### src/rtl/mtc_defs.svh
`ifndef MTC_DEFS_SVH
`define MTC_DEFS_SVH

// Register offsets
`define MTC_OFF_FLAGS 8'h00
`define MTC_OFF_SELECT 8'h04
`define MTC_OFF_STATUS 8'h08
`define MTC_OFF_ABORT 8'h0C
`define MTC_OFF_IRQ_STS 8'h10
`define MTC_OFF_IRQ_MSK 8'h14

// Field positions
`define MTC_TRIG_BIT 9
`define MTC_ST_BUSY 0
`define MTC_ST_REFUSED 1
`define MTC_IRQ_DONE 0
`define MTC_IRQ_ABORT 1
`define MTC_IRQ_W 2

// Codes and reset values
`define MTC_SEL_NONE 16'h0000
`define MTC_SEL_CLEAR 16'h0031
`define MTC_ABS_SINGLE 16'h0003
`define MTC_ABORT_BUSY 32'h08000022
`define MTC_ABORT_NONE 32'h00000000
`define MTC_FLAGS_RST 32'h00000000
`define MTC_IRQ_RST 2'h0

// Timing
`define MTC_CLK_MHZ 40
`define MTC_CLEAR_NS 1000
`define MTC_CLEAR_CYC ((`MTC_CLEAR_NS * `MTC_CLK_MHZ + 999) / 1000)
`define MTC_CNT_W 8

`endif

### src/rtl/mtc_pkg.sv
package mtc_pkg;

    typedef struct packed {
        logic servo_on;
        logic tool_clear_busy;
        logic incr_encoder;
        logic probe_active;
        logic [15:0] abs_mode;
    } mtc_cond_t;

    typedef enum logic [1:0] {
        MTC_IDLE = 2'h0,
        MTC_RUN = 2'h1,
        MTC_DONE = 2'h3
    } mtc_state_t;

endpackage : mtc_pkg

### src/rtl/mtc_special_func.sv
`timescale 1ns/1ps
`include "mtc_defs.svh"
module mtc_special_func
    import mtc_pkg::*;
(
    input wire logic i_clk,
    input wire logic i_rstn,
    input wire logic [7:0] i_addr,
    input wire logic [31:0] i_wdata,
    input wire logic i_wr,
    input wire logic i_rd,
    input wire mtc_cond_t i_cond,
    input wire logic i_alt_clear_req,
    output logic [31:0] o_rdata,
    output logic o_wr_abort,
    output logic [31:0] o_abort_code,
    output logic o_clear_active,
    output logic o_prot_err,
    output logic o_irq
);

    localparam int MTC_RUN_MAX = `MTC_CLEAR_CYC;

    function automatic logic mtc_refuse(input mtc_cond_t c,
                                        input logic busy);
        mtc_refuse = c.servo_on | c.tool_clear_busy | c.incr_encoder
            | c.probe_active | (c.abs_mode == `MTC_ABS_SINGLE) | busy;
    endfunction : mtc_refuse

    function automatic logic mtc_hit(input logic [7:0] a,
                                     input logic [7:0] off);
        mtc_hit = (a == off);
    endfunction : mtc_hit

    mtc_state_t state_q, state_d;
    logic [31:0] flags_q;
    logic [15:0] sel_q, sel_d;
    logic [`MTC_CNT_W-1:0] cnt_q, cnt_d;
    logic [`MTC_IRQ_W-1:0] sts_q, sts_d, msk_q, msk_d, sts_set;
    logic [31:0] code_q, code_d;
    logic [31:0] rdata_q, rd_val;
    logic abort_q, busy_q, prot_q, irq_q, refused_q, refused_d;

    // Decode
    wire wr_flags = i_wr && mtc_hit(i_addr, `MTC_OFF_FLAGS);
    wire wr_sel = i_wr && mtc_hit(i_addr, `MTC_OFF_SELECT);
    wire wr_sts = i_wr && mtc_hit(i_addr, `MTC_OFF_IRQ_STS);
    wire wr_msk = i_wr && mtc_hit(i_addr, `MTC_OFF_IRQ_MSK);
    wire in_fn = (state_q != MTC_IDLE);
    wire trig_rise = wr_flags && i_wdata[`MTC_TRIG_BIT]
        && !flags_q[`MTC_TRIG_BIT];
    wire is_clear = (sel_q == `MTC_SEL_CLEAR);
    wire refuse = mtc_refuse(i_cond, in_fn);
    wire go = trig_rise && is_clear && !refuse;
    wire reject = trig_rise && is_clear && refuse;
    wire run_end = (state_q == MTC_RUN) && (cnt_q == '0);

    // Sequencer; once running, a new start edge cannot restart or stop the clear and only raises an abort
    always_comb begin
        state_d = state_q;
        cnt_d = cnt_q;
        case (state_q)
            MTC_IDLE: begin
                if (go) begin
                    state_d = MTC_RUN;
                    cnt_d = `MTC_CNT_W'(`MTC_CLEAR_CYC - 1);
                end
            end
            MTC_RUN: begin
                if (run_end) begin
                    state_d = MTC_DONE;
                end else begin
                    cnt_d = cnt_q - `MTC_CNT_W'(1);
                end
            end
            MTC_DONE: begin
                state_d = MTC_IDLE;
            end
            default: begin
                state_d = MTC_IDLE;
            end
        endcase
    end

    // Selection object: idle code after success, kept on abort
    assign sel_d = (state_q == MTC_DONE) ? `MTC_SEL_NONE
        : wr_sel ? i_wdata[15:0] : sel_q;
    assign code_d = reject ? `MTC_ABORT_BUSY
        : go ? `MTC_ABORT_NONE : code_q;
    assign refused_d = reject ? 1'b1 : go ? 1'b0 : refused_q;

    // Interrupt status, set wins over clear
    assign sts_set[`MTC_IRQ_DONE] = (state_q == MTC_DONE);
    assign sts_set[`MTC_IRQ_ABORT] = reject;
    genvar gi;
    generate
        for (gi = 0; gi < `MTC_IRQ_W; gi++) begin : g_sts
            assign sts_d[gi] = sts_set[gi]
                | (sts_q[gi] & ~(wr_sts & i_wdata[gi]));
        end
    endgenerate
    assign msk_d = wr_msk ? i_wdata[`MTC_IRQ_W-1:0] : msk_q;

    // Read mux
    assign rd_val = mtc_hit(i_addr, `MTC_OFF_FLAGS) ? flags_q
        : mtc_hit(i_addr, `MTC_OFF_SELECT) ? {16'h0000, sel_q}
        : mtc_hit(i_addr, `MTC_OFF_STATUS)
            ? {30'h00000000, refused_q, busy_q}
        : mtc_hit(i_addr, `MTC_OFF_ABORT) ? code_q
        : mtc_hit(i_addr, `MTC_OFF_IRQ_STS) ? {30'h00000000, sts_q}
        : mtc_hit(i_addr, `MTC_OFF_IRQ_MSK) ? {30'h00000000, msk_q}
        : 32'h00000000;

    always_ff @(posedge i_clk or negedge i_rstn) begin
        if (!i_rstn) begin
            state_q <= MTC_IDLE;
            cnt_q <= '0;
            flags_q <= `MTC_FLAGS_RST;
            sel_q <= `MTC_SEL_NONE;
            code_q <= `MTC_ABORT_NONE;
            refused_q <= 1'b0;
            sts_q <= `MTC_IRQ_RST;
            msk_q <= `MTC_IRQ_RST;
        end else begin
            state_q <= state_d;
            cnt_q <= cnt_d;
            flags_q <= wr_flags ? i_wdata : flags_q;
            sel_q <= sel_d;
            code_q <= code_d;
            refused_q <= refused_d;
            sts_q <= sts_d;
            msk_q <= msk_d;
        end
    end

    // Output flops
    always_ff @(posedge i_clk or negedge i_rstn) begin
        if (!i_rstn) begin
            rdata_q <= 32'h00000000;
            abort_q <= 1'b0;
            busy_q <= 1'b0;
            prot_q <= 1'b0;
            irq_q <= 1'b0;
        end else begin
            rdata_q <= i_rd ? rd_val : 32'h00000000;
            abort_q <= reject;
            busy_q <= (state_d == MTC_RUN);
            prot_q <= i_alt_clear_req;
            irq_q <= |(sts_d & msk_d);
        end
    end

    assign o_rdata = rdata_q;
    assign o_wr_abort = abort_q;
    assign o_abort_code = code_q;
    assign o_clear_active = busy_q;
    assign o_prot_err = prot_q;
    assign o_irq = irq_q;

    a_idle_code_nop: assert property (
        @(posedge i_clk) disable iff (!i_rstn)
        trig_rise && (sel_q == `MTC_SEL_NONE) && !in_fn
        |=> !busy_q && !o_wr_abort)
        else $error("idle code started something");

    a_clear_starts: assert property (
        @(posedge i_clk) disable iff (!i_rstn)
        go |=> busy_q && !o_wr_abort)
        else $error("clear request did not start");

    a_sel_returns: assert property (
        @(posedge i_clk) disable iff (!i_rstn)
        $fell(busy_q) |=> (sel_q == `MTC_SEL_NONE)
            && sts_q[`MTC_IRQ_DONE])
        else $error("selection not returned to idle");

    a_refuse_abort: assert property (
        @(posedge i_clk) disable iff (!i_rstn)
        reject |=> o_wr_abort && !$rose(busy_q))
        else $error("refused clear not aborted");

    a_abort_keeps: assert property (
        @(posedge i_clk) disable iff (!i_rstn)
        reject && !in_fn |=> (sel_q == `MTC_SEL_CLEAR)
            ##1 ((sel_q == `MTC_SEL_CLEAR) || $past(wr_sel)))
        else $error("abort changed selection");

    a_abort_code: assert property (
        @(posedge i_clk) disable iff (!i_rstn)
        trig_rise && is_clear && (i_cond.servo_on || busy_q)
        |=> o_wr_abort && (o_abort_code == `MTC_ABORT_BUSY))
        else $error("wrong abort code");

    a_cond_refuse: assert property (
        @(posedge i_clk) disable iff (!i_rstn)
        trig_rise && is_clear && (i_cond.probe_active
            || i_cond.incr_encoder
            || (i_cond.abs_mode == `MTC_ABS_SINGLE))
        |=> o_wr_abort && !$rose(busy_q))
        else $error("condition did not refuse clear");

    a_no_prot_err: assert property (
        @(posedge i_clk) disable iff (!i_rstn)
        go && !i_alt_clear_req |=> !o_prot_err)
        else $error("fieldbus clear raised protection error");

    a_edge_only: assert property (
        @(posedge i_clk) disable iff (!i_rstn)
        wr_flags && flags_q[`MTC_TRIG_BIT] |=> !$rose(busy_q))
        else $error("level started function");

    a_runs_through: assert property (
        @(posedge i_clk) disable iff (!i_rstn)
        $rose(busy_q) |-> busy_q [*8] ##[1:MTC_RUN_MAX] !busy_q)
        else $error("clear length wrong");

    // Checker: cycles spent in the current run
    logic [`MTC_CNT_W-1:0] chk_len_q;
    always_ff @(posedge i_clk or negedge i_rstn) begin
        if (!i_rstn) begin
            chk_len_q <= '0;
        end else begin
            chk_len_q <= busy_q ? chk_len_q + `MTC_CNT_W'(1) : '0;
        end
    end

    a_run_length: assert property (
        @(posedge i_clk) disable iff (!i_rstn)
        $fell(busy_q) |-> (chk_len_q == `MTC_CNT_W'(MTC_RUN_MAX)))
        else $error("clear did not run its full length");

    a_run_bound: assert property (
        @(posedge i_clk) disable iff (!i_rstn)
        busy_q |-> (chk_len_q < `MTC_CNT_W'(MTC_RUN_MAX)))
        else $error("clear ran too long");

    a_drop_keeps_run: assert property (
        @(posedge i_clk) disable iff (!i_rstn)
        busy_q && wr_flags && !i_wdata[`MTC_TRIG_BIT]
        |=> busy_q || (state_q == MTC_DONE))
        else $error("dropping start bit stopped clear");

    a_done_one_cycle: assert property (
        @(posedge i_clk) disable iff (!i_rstn)
        (state_q == MTC_DONE) |=> (state_q == MTC_IDLE)
            && (sel_q == `MTC_SEL_NONE))
        else $error("done state not left with idle code");

    a_done_irq: assert property (
        @(posedge i_clk) disable iff (!i_rstn)
        (state_q == MTC_DONE) |=> sts_q[`MTC_IRQ_DONE])
        else $error("done event not flagged");

    a_other_code_nop: assert property (
        @(posedge i_clk) disable iff (!i_rstn)
        trig_rise && !is_clear && !in_fn
        |=> !busy_q && !o_wr_abort && $stable(o_abort_code))
        else $error("unsupported code acted");

    a_abort_pulse: assert property (
        @(posedge i_clk) disable iff (!i_rstn)
        o_wr_abort |=> !o_wr_abort)
        else $error("abort longer than one cycle");

    a_abort_cause: assert property (
        @(posedge i_clk) disable iff (!i_rstn)
        !reject |=> !o_wr_abort)
        else $error("abort without refused start");

    a_reject_flags: assert property (
        @(posedge i_clk) disable iff (!i_rstn)
        reject |=> sts_q[`MTC_IRQ_ABORT] && refused_q)
        else $error("refusal not recorded");

    a_tool_refuse: assert property (
        @(posedge i_clk) disable iff (!i_rstn)
        trig_rise && is_clear && i_cond.tool_clear_busy
        |=> o_wr_abort && (o_abort_code == `MTC_ABORT_BUSY))
        else $error("tool clear in progress not refused");

    a_code_holds: assert property (
        @(posedge i_clk) disable iff (!i_rstn)
        !go && !reject |=> $stable(o_abort_code))
        else $error("abort code changed without a start");

    a_code_clears: assert property (
        @(posedge i_clk) disable iff (!i_rstn)
        go |=> (o_abort_code == `MTC_ABORT_NONE) && !refused_q)
        else $error("accepted start kept old abort");

    a_prot_only_alt: assert property (
        @(posedge i_clk) disable iff (!i_rstn)
        !i_alt_clear_req |=> !o_prot_err)
        else $error("protection error without other path");

    a_sel_kept_run: assert property (
        @(posedge i_clk) disable iff (!i_rstn)
        busy_q && !wr_sel |=> $stable(sel_q))
        else $error("selection changed during clear");

    a_no_start_held: assert property (
        @(posedge i_clk) disable iff (!i_rstn)
        !trig_rise |=> !$rose(busy_q))
        else $error("clear started without start edge");

    a_irq_level: assert property (
        @(posedge i_clk) disable iff (!i_rstn)
        o_irq == (|(sts_q & msk_q)))
        else $error("interrupt line disagrees with status");

    a_mask_kept: assert property (
        @(posedge i_clk) disable iff (!i_rstn)
        !wr_msk |=> $stable(msk_q))
        else $error("mask changed without a write");

    a_rdata_idle: assert property (
        @(posedge i_clk) disable iff (!i_rstn)
        !i_rd |=> (o_rdata == 32'h00000000))
        else $error("read data outside read cycle");

    a_status_read: assert property (
        @(posedge i_clk) disable iff (!i_rstn)
        i_rd && mtc_hit(i_addr, `MTC_OFF_STATUS)
        |=> (o_rdata[`MTC_ST_BUSY] == $past(busy_q))
            && (o_rdata[`MTC_ST_REFUSED] == $past(refused_q)))
        else $error("status read wrong");

    a_sel_read: assert property (
        @(posedge i_clk) disable iff (!i_rstn)
        i_rd && mtc_hit(i_addr, `MTC_OFF_SELECT)
        |=> (o_rdata == {16'h0000, $past(sel_q)}))
        else $error("selection read wrong");

    a_abort_read: assert property (
        @(posedge i_clk) disable iff (!i_rstn)
        i_rd && mtc_hit(i_addr, `MTC_OFF_ABORT)
        |=> (o_rdata == $past(o_abort_code)))
        else $error("abort code read wrong");

endmodule : mtc_special_func

### config.mk
export PLATFORM = sky130hd
export DESIGN_NAME = mtc_special_func
export DESIGN_NICKNAME = d
export VERILOG_FILES = /design/src/rtl/mtc_pkg.sv /design/src/rtl/mtc_special_func.sv
export VERILOG_INCLUDE_DIRS = /design/src /design/src/rtl
export SDC_FILE = /design/constraint.sdc
export NUM_CORES = 1
export LEC_CHECK = 0
export ABC_CLOCK_PERIOD_IN_PS = 2250
export BUFFER_PORTS_ARGS = -buffer_cell sky130_fd_sc_hd__buf_2
export CAP_MARGIN = 15
export CORE_MARGIN = 5
export CORE_UTILIZATION = 50
export DETAILED_ROUTE_END_ITERATION = 12
export GPL_TIMING_DRIVEN = 0
export PLACE_DENSITY = 0.78
export REMOVE_ABC_BUFFERS = 1
export SYNTH_ARGS = -nofsm -noshare
export SYNTH_HDL_FRONTEND = slang
export SYNTH_SLANG_ARGS = --single-unit
export TNS_END_PERCENT = 20
### constraint.sdc
create_clock -name i_clk -period 2.25 [get_ports i_clk]
set_clock_uncertainty 0.1 [all_clocks]
set_input_delay 0.225 -clock i_clk [delete_from_list [all_inputs] [get_ports i_clk]]
set_output_delay 0.225 -clock i_clk [all_outputs]
set_load 0.03 [all_outputs]
# Yosys cells after proc, flatten, opt, wreduce, memory -nomap -nowiden

Cells that the tools add are included.

Logic and storage cells: 81
Output and inout bits: 68
Bits of input ports: 65
Register bits after elaboration: 131

Bitwise operators: 14
Multiplexer cells: 20
Equality and inequality tests: 12
Add/subtract/negate cells: 1
Reduce and logical (&&, ||, !) cells: 21

Operators by type and width:

| kind                | number |
|---|---|
| $mux 32             | 7 |
| $mux 16             | 2 |
| $eq 16x2->1 const B | 1 |
| $eq 16x6->1 const B | 1 |
| $eq 8x4->1 const B  | 2 |
| $eq 8x5->1 const B  | 2 |
| $logic_not 8->1     | 2 |
| $mux 8              | 2 |
| $pmux 8 s2          | 1 |
| $logic_and 1x1->1   | 10 |
| $mux 2              | 5 |
| $eq 8x3->1 const B  | 1 |
| $reduce_bool 2->1   | 4 |
| $sub 8x1->8 const B | 1 |
| $or 1x1->1          | 7 |
| $and 1x1->1         | 4 |
| $eq 2x1->1 const B  | 2 |
| $ne 2x2->1 const B  | 2 |
| $pmux 2 s2          | 1 |
| $reduce_and 3->1    | 1 |
| $and 2x2->2         | 1 |
| $eq 2x2->1 const B  | 1 |
| $logic_not 1->1     | 2 |
| $logic_not 2->1     | 1 |
| 3 further kinds     | 5 |

# Logic depth before layout (Yosys ltp)

Depth after elaboration: 10
Gate-level depth with buffers: 7
Mapped depth without buffers: 7

# Worst setup path before layout

Ideal clock, no wire load.

Kind: register to register
Start point: reg cnt_q[0]
End point: reg cnt_q[0]
Arrival: 1.621 ns
Setup time: 0.125 ns
Stages on the path, launching flop included: 7
Buffers on the path: 0
Slack: 0.404 ns
Clock period less this slack: 1.846 ns
Data required time: 2.025 ns
Path through: dfrtp_1 inv_1 ha_1 or3b_2 o21ai_0 o21ai_1 mux2_2

Word-level cells in the longest chain between the ends: 4
Elaborated cells between the ends (all ways): 7
Those cells by class: add/sub (1); eq/ne (1); mux (2); reduce/logical (3)

Ends and longest elaborated chain:

| what                                                | line                    | RTL |
|---|---|---|
| from (decl)                                         | mtc_special_func.sv:38  | `` logic [`MTC_CNT_W-1:0] cnt_q, cnt_d; `` |
| from (signal assigned)                              | mtc_special_func.sv:126 | `cnt_q <= cnt_d;` |
| branches (longest 4 deep; another with $sub 8x1->8) | -                       |  |

Parallel ways; which one is timed is not known. The select of a mux whose other input is x is not followed.
A chain may end at the register's enable or synchronous reset.

# Final worst setup path

Start point: in i_addr[7]
End point: reg rdata_q[4], in the netlist o_rdata[4]

Word-level cells in the longest chain between the ends: 6
Elaborated cells between the ends (all ways): 9
Those cells by class: eq/ne (3); mux (5); reduce/logical (1)

Ends and longest elaborated chain:

| what                 | line                    | RTL |
|---|---|---|
| from (decl)          | mtc_special_func.sv:8   | `input wire logic [7:0] i_addr,` |
| $eq 8x4->1           | mtc_special_func.sv:32  | `mtc_hit = (a == off);` |
| $mux 32              | mtc_special_func.sv:109 | `` : mtc_hit(i_addr, `MTC_OFF_ABORT) ? code_q `` |
| $mux 32              | mtc_special_func.sv:107 | `` : mtc_hit(i_addr, `MTC_OFF_STATUS) `` |
| $mux 32              | mtc_special_func.sv:106 | `` : mtc_hit(i_addr, `MTC_OFF_SELECT) ? {16'h0000, sel_q} `` |
| $mux 32 *            | mtc_special_func.sv:105 | `` assign rd_val = mtc_hit(i_addr, `MTC_OFF_FLAGS) ? flags_q `` |
| $mux 32 *            | mtc_special_func.sv:145 | `rdata_q <= i_rd ? rd_val : 32'h00000000;` |
| to (signal assigned) | mtc_special_func.sv:145 |  |
| to (decl)            | mtc_special_func.sv:41  | `logic [31:0] rdata_q, rd_val;` |

Mark *: on every way between the ends. The rest lies on a longest branch, timed or not.

==> flow_summary_export.csv <==
group,metric,value,unit
status,outcome,"completed",
routing,remaining_drc_errors,0,
layout,syn_to_final_growth,23.8,%
sta,fin_tns_setup,0,ns
layout,layout_commonest_cell,"buf_2",
routing,vias,2964,
sta,slew_headroom,35.9,%
grt,antenna_found_initial,0,
sta,finalHoldViolations,0,
setup_path,critical_path.endpoint_type,"flop",
clock_network,cts_buffer_depth,2,
clock_network,root_buffer,"clkbuf_8",
sta,timing.hold.ws,0.0138,ns
routing,avgRoutedWirePerCell,16.2,um
yosys,muxShareOfSynthArea,10.1,%
setup_path,path_max_fanout,12,
yosys,synth_xor_area_share,1.24,%
power,p_leak,0.00269,uW
setup_path,worstPathArrival,2.28,ns
grt,grt_pass1_wl,15.2,mm
setup_path,crit_type,"primary input to flop",
placement,port_buffers,103,
routing,drtIter0Drc,111,
grt,grt_use_total,18.7,%
sta,fin_crit_sh,92.9,%
yosys,ys_seq_area_share,58.5,%
floorplanning,rows,33,
sta,final-setup-viol-count,0,
sta,fmax,479,MHz
setup_path,rrSetupSlack,0.17,ns
floorplanning,start_util,51.5,%
routing,dr.pass1.iters,4,
sta,layout_min_cycle_time,2.09,ns
clock_network,cts_htree_levels,3,
clock_network,tritoncts,"yes",
min_path,hold_end,"sel_q[9]",
setup_path,cp_top_family,"simple AND/OR/NAND/NOR gates",
power,powerDensity,610,nW/um^2
yosys,ys_ff_latch,99,
yosys,yosysWarnings,0,
setup_path,slowest_delay,0.75,ns
routing,ant_nets,0,
setup_path,crit_slowest_cell,"nor2_1",
floorplanning,die_y,102,um
min_path,worstHoldPathCells,2,
floorplanning,ios,133,
clock_network,clk_pin_slew,0.09,ns
yosys,synth_top_family_by_area,"simple AND/OR/NAND/NOR gates",
min_path,hold_path.startpoint,"i_wdata[9]",
yosys,yosys.area_share.simple,12.5,%
yosys,synth_edf_count,0,
sta,rsz0062_at_grt,"no",
setup_path,rr_startpoint,"cnt_q[0]",
setup_path,required,2.44,ns
clock_network,ctsResizeCount,0,
grt,grt_pass1_vias,3111,
setup_path,reg2reg_depth,6,
sta,worst_pin_slew,0.958,ns
floorplanning,die_area,10400,um^2
floorplanning,core-area,8220,um^2
yosys,synth_compound_area_share,9.73,%
placement,hpwl,6.58,mm
placement,place_congestion,0.917,
grt,grt_overflow,0,
yosys,syn-cell-area,4230,um^2
power,ir_drop,0.316,mV
layout,final_cell_mix,"buf_2, dfrtp_1, mux2_2",
yosys,ys.flop_type,"dfrtp_1",
setup_path,rr_endpoint,"cnt_q[0]",
clock_network,clock_latency,0.36,ns
run,drv_cap,0,
sta,slew_viol_final,0,
grt,grt_max_degree,77,
layout,diodes,0,
routing,detail_route.vias_per_cell,5.15,
clock_network,cts.sinks,99,
min_path,hold_path_class,"primary input to flop",
yosys,async_reset_ff_share,100,%
routing,wl,9.32,mm
yosys,syn_inst,330,
layout,layout.nets,532,
yosys,avgSynthCellArea,12.8,um^2
floorplanning,die_x,102,um
yosys,synthDistinctLibCells,45,
setup_path,worstPathCellList,"buf_2, or4_4, nor4_4, nand2_1, nor2_1, a22o_1",
setup_path,timing.critical_path.buf_inv,1,
layout,drive_gt1_share,36.0,%
yosys,synth_adder_area_share,0.591,%
setup_path,cp-start-kind,"primary input",
clock_network,numCtsBuffers,9,
## state kept, by name (all words and copies together), names as in the netlist
signal          cells
o_irq               1
o_abort_code        1
o_rdata            32
o_clear_active      1
state_q             2
o_prot_err          1
sel_q              16
o_wr_abort          1
flags_q            32
msk_q               2
cnt_q               8
sts_q               2
## synthesized netlist by cell type, types with 3 or more instances
| cell | instances | area share (%) |
|---|---|---|
| buf_2 | 3 | 0.35 |
| nor3_1 | 5 | 0.59 |
| o21ai_0 | 4 | 0.47 |
| dfrtp_1 | 99 | 59 |
| nor4_1 | 6 | 0.89 |
| nor2_1 | 18 | 1.6 |
| a21oi_1 | 4 | 0.47 |
| a22o_1 | 31 | 6.4 |
| buf_4 | 33 | 5.9 |
| and2_1 | 18 | 2.7 |
| or4_1 | 3 | 0.53 |
| clkbuf_1 | 4 | 0.35 |
| nand4_1 | 5 | 0.74 |
| inv_1 | 5 | 0.44 |
| and3_1 | 3 | 0.44 |
| xor2_1 | 5 | 1.0 |
| mux2_2 | 36 | 9.6 |
| nand2_1 | 13 | 1.2 |
## cell families after synthesis
group	Yosys count
other	1
muxes	38
DFF	99
and+or+nand+nor	88
AOI/OAI and AO/OA	50
buffers and inverters	46
adders and majority gates	2
xor gates and xnor gates	6
## how the worst max path moves through the flow
stage,from,end,slack (ns),cells after the start
2_1_floorplan,i_addr[7],cnt_q[0],-0.54,5
3_5_place_dp,i_addr[7],cnt_q[1],-0.55,7
5_1_grt,i_addr[7],o_rdata[4],0.02,6
4_1_cts,i_addr[7],o_rdata[4],0.18,6
3_3_place_gp,i_addr[7],cnt_q[1],-1.55,6
6_report,i_addr[7],o_rdata[4],0.16,6
## layout make-up
cell class / instances / area (um^2)
Clock buffer: 10 / 128
Clock inverter: 6 / 48.8
Fill cell: 654 / 2980
Inverter: 5 / 18.8
Multi-Input combinational cell: 213 / 1550
Sequential cell: 99 / 2480
Tap cell: 105 / 131
Timing Repair Buffer: 137 / 883
## what timing repair did
action | 4_1_cts | 5_1_grt
hold buffers | 30 | 0
endpoints found under the hold margin | 57 | 0
setup buffers | 1 | 0
setup endpoints to repair | 13 | 0
## layer usage
| metal | track usage, % | share of wire [%] | routed length (um) |
|---|---|---|---|
| met2 | 32.5 | 54 | 5030 |
| met1 | 23.8 | 39 | 3640 |
| met3 | 3.48 | 5.2 | 489 |
| met5 | 0 | 0 | 0 |
| met4 | 5.85 | 1.7 | 162 |
## report_power, final
group	leakage (uW)	total [uW]	switching (uW)	internal [uW]
combinational	0.00127	300	174	126
clock	0.0000795	1050	635	412
sequential	0.00134	1850	25.9	1820
total	0.00269	3190	835	2360
## stage by stage
stage	worst slack, ns	total power (uW)	std cells	area, um^2	utilization [%]
final	0.161	3190	575	5240	63.8
after global routing	0.0161	3320	575	5240	63.8
after CTS	0.177	3220	575	5240	63.8
after detailed placement	-0.552	2140	528	4750	57.9
after global placement	-1.55	2120	525	4690	57.1
after floorplan	-0.543	2010	317	4050	-
No activity file was read; power rests on OpenSTA's default activity.
